<file path="src/rtl/sit_consts.vh">
// constants for the serializer init and thermal ramp setup block
// Rules of the document behind this block
// host may release power-down right after the supply is stable
// host holds power-down high at least 1 ms before a hard reset
// hard reset holds power-down low at least 3 ms
// power-down low powers off and returns all registers to defaults
// synchronous mode locks onto back-channel reference clock when present
// synchronous mode forward link supports up to 4.16 Gbps
// sensor port takes one clock lane and one, two or four data lanes
// termination on shortly after high-speed entry, off after burst end
// host writes 0x12 to watchdog speed-up at 0x0a before remote access
// host sets analog 0x4c bits 6 to 4 to 0x7 by read-modify-write
// host sets bit 5 of analog 0x4b, adds offset, writes back
// offset by temperature code: 0-1 -1, 2-3 0, 4-6 1, 7 3
// temperature code comes from a 3-bit field in the deserializer
// indirect analog access: page 0xb0, offset 0xb1, data 0xb2
// writing 0x01 to 0x01 soft-resets and restarts link lock
// no control-bus answer until init after power-down release completes
`ifndef SIT_CONSTS_VH
`define SIT_CONSTS_VH
`define SIT_ADDR_SOFT_RESET 8'h01
`define SIT_ADDR_WDOG 8'h0a
`define SIT_ADDR_LANES 8'h20
`define SIT_ADDR_STATUS 8'h21
`define SIT_ADDR_PAGE 8'hb0
`define SIT_ADDR_OFFS 8'hb1
`define SIT_ADDR_DATA 8'hb2
`define SIT_ANA_PAGE 8'h04
`define SIT_ANA_ADAPT 8'h4b
`define SIT_ANA_FIXED 8'h4c
`define SIT_SOFT_RESET_CMD 8'h01
`define SIT_RST_WDOG 8'h00
`define SIT_RST_LANES 8'h04
`define SIT_RST_ANA_ADAPT 8'h00
`define SIT_RST_ANA_FIXED 8'h00
`define SIT_CLK_MHZ 200
`define SIT_INIT_MS 2
`define SIT_INIT_CYC (`SIT_INIT_MS * 1000 * `SIT_CLK_MHZ)
`define SIT_LOCK_US 10
`define SIT_LOCK_CYC (`SIT_LOCK_US * `SIT_CLK_MHZ)
`define SIT_TERM_NS 50
`define SIT_TERM_CYC ((`SIT_TERM_NS * `SIT_CLK_MHZ + 999) / 1000)
`endif

</file>
<file path="src/rtl/sit_sync2.v">
// two-flop synchroniser for one pin level
`timescale 1ns/1ps
module sit_sync2 (
    input wire clk_sys_i,
    input wire rst_i,
    input wire d_i,
    output reg q_o
);
reg meta_reg;
always @(posedge clk_sys_i) begin
    if (rst_i) begin
        meta_reg <= 1'b0;
        q_o <= 1'b0;
    end else begin
        meta_reg <= d_i;
        q_o <= meta_reg;
    end
end
endmodule

</file>
<file path="src/rtl/sit_top.v">
// power-up sequencer, register file, indirect analog window and lane termination
`timescale 1ns/1ps
`include "sit_consts.vh"
module sit_top #(
    parameter INIT_CYC = `SIT_INIT_CYC
) (
    input wire clk_sys_i,
    input wire rst_i,
    input wire power_down_n_input_i,
    input wire refclk_present_i,
    input wire reg_wr_i,
    input wire reg_rd_i,
    input wire [7:0] reg_addr_i,
    input wire [7:0] reg_wdata_i,
    input wire lane_lp_i,
    output reg [7:0] reg_rdata_o,
    output reg reg_ack_o,
    output reg bus_ready_o,
    output reg link_locked_o,
    output reg term_en_o,
    output reg [3:0] lane_en_o,
    output reg [7:0] wdog_cfg_o,
    output reg [7:0] ana_adapt_o,
    output reg [7:0] ana_fixed_o
);
// ----------------------------------------
// pin synchronisers
// ----------------------------------------
wire pdn_s;
wire refclk_s;
wire lp_s;
sit_sync2 u_sync_pdn (.clk_sys_i(clk_sys_i), .rst_i(rst_i), .d_i(power_down_n_input_i),
    .q_o(pdn_s));
sit_sync2 u_sync_ref (.clk_sys_i(clk_sys_i), .rst_i(rst_i), .d_i(refclk_present_i),
    .q_o(refclk_s));
sit_sync2 u_sync_lp (.clk_sys_i(clk_sys_i), .rst_i(rst_i), .d_i(lane_lp_i), .q_o(lp_s));

// ----------------------------------------
// power sequencer
// ----------------------------------------
localparam [3:0] ST_OFF = 4'b0001;
localparam [3:0] ST_INIT = 4'b0010;
localparam [3:0] ST_LOCK = 4'b0100;
localparam [3:0] ST_RUN = 4'b1000;
localparam [31:0] LOCK_CYC_W = `SIT_LOCK_CYC;
localparam [31:0] INIT_LAST_W = INIT_CYC - 1;
localparam [23:0] LOCK_CYC = LOCK_CYC_W[23:0];
localparam [23:0] INIT_LAST = INIT_LAST_W[23:0];
reg [3:0] st_reg;
reg [3:0] st_next;
reg [23:0] cnt_reg;
reg [23:0] cnt_next;
// a synchronised low power-down pin resets like rst_i, except the pin synchronisers
wire pwr_off = rst_i | ~pdn_s;
// soft reset keeps the registers and restarts only the lock search
wire soft_rst = reg_wr_i & bus_ready_o & (reg_addr_i == `SIT_ADDR_SOFT_RESET) &
    (reg_wdata_i == `SIT_SOFT_RESET_CMD);

always @* begin
    st_next = st_reg;
    cnt_next = cnt_reg + 24'h000001;
    case (st_reg)
        ST_OFF: begin
            cnt_next = 24'h000000;
            if (pdn_s) begin
                st_next = ST_INIT;
            end
        end
        ST_INIT: begin
            if (cnt_reg >= INIT_LAST) begin
                st_next = ST_LOCK;
                cnt_next = 24'h000000;
            end
        end
        ST_LOCK: begin
            // lock needs the reference present for LOCK_CYC cycles in a row
            if (!refclk_s) begin
                cnt_next = 24'h000000;
            end else if (cnt_reg >= LOCK_CYC - 24'h000001) begin
                st_next = ST_RUN;
                cnt_next = 24'h000000;
            end
        end
        ST_RUN: begin
            cnt_next = 24'h000000;
            if (!refclk_s) begin
                st_next = ST_LOCK;
            end
        end
        default: begin
            st_next = ST_OFF;
            cnt_next = 24'h000000;
        end
    endcase
    if (soft_rst && (st_reg == ST_RUN || st_reg == ST_LOCK)) begin
        st_next = ST_LOCK;
        cnt_next = 24'h000000;
    end
end

always @(posedge clk_sys_i) begin
    if (pwr_off) begin
        st_reg <= ST_OFF;
        cnt_reg <= 24'h000000;
    end else begin
        st_reg <= st_next;
        cnt_reg <= cnt_next;
    end
end

// ----------------------------------------
// register file and indirect window
// ----------------------------------------
reg [7:0] page_reg;
reg [7:0] offs_reg;
reg [7:0] lanes_reg;
wire ana_sel = (page_reg == `SIT_ANA_PAGE);
reg [7:0] rd_val;

always @* begin
    rd_val = 8'h00;
    case (reg_addr_i)
        `SIT_ADDR_SOFT_RESET: rd_val = 8'h00;
        `SIT_ADDR_WDOG: rd_val = wdog_cfg_o;
        `SIT_ADDR_LANES: rd_val = lanes_reg;
        `SIT_ADDR_STATUS: rd_val = {6'h00, term_en_o, link_locked_o};
        `SIT_ADDR_PAGE: rd_val = page_reg;
        `SIT_ADDR_OFFS: rd_val = offs_reg;
        `SIT_ADDR_DATA: begin
            if (ana_sel && offs_reg == `SIT_ANA_ADAPT) begin
                rd_val = ana_adapt_o;
            end else if (ana_sel && offs_reg == `SIT_ANA_FIXED) begin
                rd_val = ana_fixed_o;
            end else begin
                rd_val = 8'h00;
            end
        end
        default: rd_val = 8'h00;
    endcase
end

always @(posedge clk_sys_i) begin
    if (pwr_off) begin
        wdog_cfg_o <= `SIT_RST_WDOG;
        lanes_reg <= `SIT_RST_LANES;
        page_reg <= 8'h00;
        offs_reg <= 8'h00;
        ana_adapt_o <= `SIT_RST_ANA_ADAPT;
        ana_fixed_o <= `SIT_RST_ANA_FIXED;
        reg_rdata_o <= 8'h00;
        reg_ack_o <= 1'b0;
    end else begin
        // accesses before bus_ready_o are dropped with no ack
        reg_ack_o <= bus_ready_o & (reg_wr_i | reg_rd_i);
        reg_rdata_o <= (bus_ready_o & reg_rd_i) ? rd_val : 8'h00;
        if (bus_ready_o && reg_wr_i) begin
            case (reg_addr_i)
                `SIT_ADDR_WDOG: wdog_cfg_o <= reg_wdata_i;
                `SIT_ADDR_LANES: begin
                    if (reg_wdata_i == 8'h01 || reg_wdata_i == 8'h02 ||
                        reg_wdata_i == 8'h04) begin
                        lanes_reg <= reg_wdata_i;
                    end
                end
                `SIT_ADDR_PAGE: page_reg <= reg_wdata_i;
                `SIT_ADDR_OFFS: offs_reg <= reg_wdata_i;
                `SIT_ADDR_DATA: begin
                    if (ana_sel && offs_reg == `SIT_ANA_ADAPT) begin
                        ana_adapt_o <= reg_wdata_i;
                    end else if (ana_sel && offs_reg == `SIT_ANA_FIXED) begin
                        ana_fixed_o <= reg_wdata_i;
                    end
                end
                default: begin
                end
            endcase
        end
    end
end

// ----------------------------------------
// status outputs, lanes and termination
// ----------------------------------------
localparam [31:0] TERM_CYC_W = `SIT_TERM_CYC;
localparam [7:0] TERM_CYC = TERM_CYC_W[7:0];
reg [7:0] term_cnt_reg;
reg lp_d_reg;

always @(posedge clk_sys_i) begin
    if (pwr_off) begin
        bus_ready_o <= 1'b0;
        link_locked_o <= 1'b0;
        lane_en_o <= 4'h0;
        term_en_o <= 1'b0;
        term_cnt_reg <= 8'h00;
        lp_d_reg <= 1'b1;
    end else begin
        bus_ready_o <= (st_next == ST_LOCK) | (st_next == ST_RUN);
        link_locked_o <= (st_next == ST_RUN);
        // lane enables follow the stored lane count one cycle later
        case (lanes_reg)
            8'h01: lane_en_o <= 4'h1;
            8'h02: lane_en_o <= 4'h3;
            default: lane_en_o <= 4'hf;
        endcase
        // termination counts from the first high-speed cycle, drops at once on low power
        lp_d_reg <= lp_s;
        if (lp_s) begin
            term_en_o <= 1'b0;
            term_cnt_reg <= 8'h00;
        end else if (lp_d_reg) begin
            term_cnt_reg <= 8'h01;
        end else if (term_cnt_reg != 8'h00 && !term_en_o) begin
            if (term_cnt_reg >= TERM_CYC) begin
                term_en_o <= 1'b1;
            end else begin
                term_cnt_reg <= term_cnt_reg + 8'h01;
            end
        end
    end
end
endmodule

</file>
<file path="config.mk">
export PLATFORM = sky130hd
export DESIGN_NAME = sit_top
export DESIGN_NICKNAME = d
export VERILOG_FILES = /design/src/rtl/sit_sync2.v /design/src/rtl/sit_top.v
export VERILOG_INCLUDE_DIRS = /design/src /design/src/rtl
export SDC_FILE = /design/constraint.sdc
export NUM_CORES = 1
export LEC_CHECK = 0
export BUFFER_PORTS_ARGS = -buffer_cell sky130_fd_sc_hd__buf_2
export CAP_MARGIN = 0
export CORE_MARGIN = 2
export CORE_UTILIZATION = 24
export CTS_CLUSTER_SIZE = 10
export DETAILED_ROUTE_END_ITERATION = 8
export SYNTH_ARGS = -nofsm -noshare
export SYNTH_HDL_FRONTEND = slang
export SYNTH_SLANG_ARGS = --single-unit
</file>
<file path="constraint.sdc">
create_clock -name clk_sys_i -period 2.58 [get_ports clk_sys_i]
set_input_delay 0.387 -clock clk_sys_i [delete_from_list [all_inputs] [get_ports clk_sys_i]]
set_output_delay 0.387 -clock clk_sys_i [all_outputs]
set_load 0.01 [all_outputs]
</file>
# [After elaboration in Yosys (flattened, before gate mapping)]
# Cells that the tools add are included.
# Widths: inputs -> output; s select.
[word_totals] ff_bits=107 wordCells=105 inputBits=23 out_inout_bits=40
[classes] n_bitwise=13 n_eq_ne=22 n_mux=18 add_sub_neg=2 reduce_logical=24 order_cmp=3
[op_table] cell="$mux 24" n=3
[op_table] cell="$pmux 24 s2" n=1
[op_table] cell="$pmux 8 s6" n=1
[op_table] cell="$add 24x1->24 const B" n=1
[op_table] cell="$eq 8x1->1 const B" n=3
[op_table] cell="$eq 8x8->1 const B" n=3
[op_table] cell="$ge 24x11->1 const B" n=1
[op_table] cell="$ge 24x19->1 const B" n=1
[op_table] cell="$mux 4" n=6
[op_table] cell="$eq 8x2->1 const B" n=2
[op_table] cell="$eq 8x3->1 const B" n=2
[op_table] cell="$eq 8x6->1 const B" n=2
[op_table] cell="$eq 8x7->1 const B" n=2
[op_table] cell="$mux 8" n=2
[op_table] cell="$pmux 4 s4" n=1
[op_table] cell="$reduce_and 2->1" n=5
[op_table] cell="$reduce_and 3->1" n=3
[op_table] cell="$add 8x1->8 const B" n=1
[op_table] cell="$eq 4x3->1 const B" n=2
[op_table] cell="$eq 4x4->1 const B" n=2
[op_table] cell="$eq 8x4->1 const B" n=1
[op_table] cell="$ge 8x4->1 const B" n=1
[op_table] cell="$pmux 4 s2" n=1
[op_table] cell="$reduce_bool 8->1" n=1
[op_table] cell="other kinds (14)" n=34

# [Longest topological paths before layout]
[logic_depth] word_depth=7 ltp_mapped=8 ltp_nobuf=7

# [Cells and area by module]
# A second synthesis with hierarchy kept.
[hier_totals] cells_unflattened=468 hier_area_um2=4564.4
[by_module_without_submodules] module="sit_top" seq_area_each_um2=2001.9 cells_each=456 area_each_um2=4406.7 instances=1
[by_module_without_submodules] module="sit_sync2" seq_area_each_um2=40.0 cells_each=4 area_each_um2=52.6 instances=3

# [Worst setup path after synthesis]
# OpenSTA, ideal clock, no wires.
[synth_path] path_type="in2reg" start="input port reg_wdata_i[3]" end="register cnt_reg[16]" required_time_ns=2.443 arrival_time_ns=2.012 slack_ns=0.431 stages=6 path_cell_list="or4_1 > or3_1 > or3_4 > nor2_4 > buf_4 > a211oi_1"
[synth_via] elab_chain_cells=4
[synth_rtl] item="from (decl)" line="sit_top.v:14" source="input wire [7:0] reg_wdata_i,"
[synth_rtl] item="$eq 8x1->1"
[synth_rtl] item="$and 1x1->1" line="sit_top.v:56" source="wire soft_rst = reg_wr_i & bus_ready_o & (reg_addr_i == `SIT_ADDR_SOFT_RESET) &"
[synth_rtl] item="$logic_and 1x1->1" line="sit_top.v:95" source="if (soft_rst && (st_reg == ST_RUN || st_reg == ST_LOCK)) begin"
[synth_rtl] item="$reduce_or 2->1 (no source line)"
[synth_rtl] item="to (signal assigned)" line="sit_top.v:107" source="cnt_reg <= cnt_next;"
[synth_rtl] item="to (decl)" line="sit_top.v:51" source="reg [23:0] cnt_reg;"
# No other way between the ends.
# A chain may end at the register's enable or synchronous reset.

# [Final worst setup path]
[layout_path] start="register cnt_reg[16]" end="register cnt_reg[15]"
[layout_via] elab_chain_cells=4 word_cells_on_any_way=6
[layout_rtl] item="$ge 24x11->1" line="sit_top.v:79" source="end else if (cnt_reg >= LOCK_CYC - 24'h000001) begin"
[layout_rtl] item="$mux 24" line="sit_top.v:79"
[layout_rtl] item="$mux 24" line="sit_top.v:77" source="if (!refclk_s) begin"
[layout_rtl] item="$pmux 24 s2 *" line="sit_top.v:62" source="case (st_reg)"
# Mark *: on every way between the ends. The rest lies on a longest branch, timed or not.

==> results.json <==
{
  "numPortBuffers": 62,
  "cts.sinks": 106,
  "cts-buffers-inserted": 9,
  "place.gp.congestion": 0.825,
  "first_iter_violations": 352,
  "required_ns": 2.83,
  "worstPathMaxFanout": 19,
  "dp.cells": 777,
  "peakVddDrop_uv": 258,
  "slew_viol_final": 0,
  "design_area_um2": 5510,
  "cp-start-kind": "register",
  "htree_levels": 3,
  "cts_setup_buffers": 0,
  "critPathKind": "reg2reg",
  "fin_crit_ns": 2.33,
  "placement_rows": 50,
  "layoutNonFillerInstCount": 792,
  "ctsHoldBuffers": 0,
  "maxCapViolCount": 0,
  "p_leak_nw": 2.16,
  "synth_top_area_share_pct": 46.6,
  "relSlewSlack_pct": 52.6,
  "start_util_pct": 24.4,
  "cts_resized": 0,
  "grt_overflow": 0,
  "die_w_um": 142,
  "grt_pass1_wl_mm": 18.9,
  "synth_area_leaders": "dfxtp_1, mux2i_1, nor2_1",
  "rsz0062_at_grt": "no",
  "root_buffer": "clkbuf_16",
  "fin_nets": 581,
  "gr-usage-all-layers_pct": 11.9,
  "areaGrowthSynthToFinish_pct": 21.1,
  "holdWs_ns": 0.267,
  "cp-end-kind": "register",
  "insertion_delay_ns": 0.34,
  "synth-seq-area-share_pct": 46.6,
  "ys_seq_elements": 106,
  "drt-total-wl_mm": 11.8,
  "ys_types": 60,
  "critPathMaxStageDelay_ns": 0.66,
  "hold_viol": 0,
  "crit_slowest_cell": "or3b_1",
  "antenna_found_initial": 1,
  "fin_setup_tns_ns": 0,
  "synth_top_area_cell": "dfxtp_1",
  "skew_ns": 0.00569,
  "hpwlAfterDp_mm": 8.85,
  "firstDrtPassIters": 6,
  "hold_class": "in2reg",
  "cts_tree": "done",
  "cts_max_path_buffers": 2,
  "finalSetupViolCount": 0,
  "synth_area_um2": 4550,
  "drive_gt1_share_pct": 19.0,
  "ant_nets": 0,
  "clkTransAtPathRegs_ns": 0.06,
  "diodes": 0,
  "syn-instance-count": 487,
  "largest_reg_flops": 24,
  "arrival_ns": 2.58,
  "wl_per_cell_um": 14.9,
  "io_pins": 63,
  "first_global_vias": 3572,
  "final_util_pct": 29.6,
  "status": "finished, final reports clean",
  "avgViaCountPerCell": 4.74,
  "synth_edf_count": 0,
  "fmax_ghz": 0.429,
  "core_area_um2": 18600,
  "synth_top_flop_cell": "dfxtp_1",
  "grt_max_degree": 38,
  "fill_cells": 1950,
  "final.setup.worst_slack_ns": 0.247,
  "power_mw": 3.19,
  "die_area_um2": 20100,
  "powerDensity_nw_per_um2": 579,
  "synth_warnings": 0,
  "dieHeight_um": 142,
  "via_count": 3755,
  "placed_cell_area_um2": 5190,
  "drc": 0,
  "crit_chain": "nor4_1, o21ai_1, a31o_1, or3b_1, a211oi_1",
  "finalCritPeriodShare_pct": 90.4,
  "worst_pin_slew_ns": 0.705,
  "postSynthAreaPerCell_um2": 9.35,
  "synth-async-reset-ratio_pct": 0,
  "pre_cts_ws_ns": 0.125
}
[where the power goes]
| part | internal, mW | leakage [nW] | switching, mW | total [mW] |
|---|---|---|---|---|
| Sequential | 1.65 | 0.857 | 0.00432 | 1.65 |
| Clock | 0.870 | 0.158 | 0.585 | 1.45 |
| Combinational | 0.0307 | 1.14 | 0.0548 | 0.0855 |
[logic make-up (layout without fill, tap and decap cells)]
logic type	count (synthesis)	count (layout)	share of synthesized area, %
and+or+nand+nor	200	200	23.5
DFF	106	106	46.6
AOI/OAI and AO/OA	81	81	12.5
muxes	41	41	9.15
buffers and inverters	33	100	3.00
xor gates and xnor gates	21	21	4.04
adders and majority gates	4	4	1.10
other	1	5	0.0824
[cells in the final DEF, fill, tap and decap left out, types with 3 or more instances in the layout]
| cell | n |
|---|---|
| conb_1 | 5 |
| buf_4 | 15 |
| nor2_1 | 57 |
| and2_1 | 4 |
| nand3_1 | 25 |
| ha_1 | 4 |
| nand4_1 | 5 |
| or3_1 | 5 |
| nor3b_1 | 3 |
| nor3_1 | 10 |
| inv_1 | 6 |
| buf_2 | 62 |
| and4_1 | 4 |
| xnor2_1 | 13 |
| nor4_1 | 11 |
| a222oi_1 | 7 |
| clkbuf_16 | 9 |
| o21ai_0 | 8 |
| mux2_2 | 5 |
| or4_1 | 4 |
| nor2b_1 | 8 |
| nand2b_1 | 3 |
| mux2i_1 | 36 |
| dfxtp_1 | 106 |
| a21o_1 | 7 |
| and3_1 | 8 |
| xor2_1 | 8 |
| a21oi_1 | 23 |
| a211oi_1 | 17 |
| nand2_1 | 35 |
[worst max-delay path, delay by kind of cell (launching register included)]
kind / cells / cell delay, ns
simple gates: 2 / 1.18
compound gates: 3 / 0.73
flops: 1 / 0.33
[cells in the mapped netlist (all sizes together), types with 3 or more instances]
| master | n |
|---|---|
| nor2b | 8 |
| a21oi | 23 |
| or3 | 6 |
| nor3 | 10 |
| nor4 | 12 |
| nand3 | 25 |
| clkbuf | 19 |
| nor2 | 58 |
| and2 | 4 |
| nor4b | 3 |
| nand4 | 5 |
| mux2 | 5 |
| mux2i | 36 |
| xor2 | 8 |
| nand2 | 35 |
| o21ai | 10 |
| nor3b | 4 |
| and4 | 4 |
| inv | 7 |
| xnor2 | 13 |
| and3 | 8 |
| a21o | 7 |
| or4 | 4 |
| a222oi | 7 |
| a211oi | 17 |
| nand2b | 4 |
| ha | 4 |
| buf | 7 |
| dfxtp | 106 |
[layer usage]
layer	GRT usage, %	vias to the layer above	routed length, um
li1	-	1897	-
met1	16.5	1728	5460
met2	18.1	111	5280
met3	2.70	17	843
met4	4.58	2	214
met5	0	-	11
[worst paths after layout]
kind / startpoint / end / slack (ns) / cells past startpoint
worst max-delay path: cnt_reg[16] / cnt_reg[15] / 0.25 / 5
worst min-delay path: lane_lp_i / u_sync_lp.meta_reg / 0.27 / 2
worst max register to register: cnt_reg[16] / cnt_reg[15] / 0.25 / 5
worst min register to register: u_sync_ref.meta_reg / u_sync_ref.q_o / 0.44 / 1
[layout make-up]
cell class,count,area (um^2),area share (%)
timing repair buffer,78,443,8.03
clock buffer,10,239,4.33
inverter,7,26.3,0.477
multi-input combinational,352,2310,41.9
clock inverter,5,78.8,1.43
sequential,106,2120,38.5
tap,234,293,5.31
Note: power is estimated with default switching activity, not from simulation.
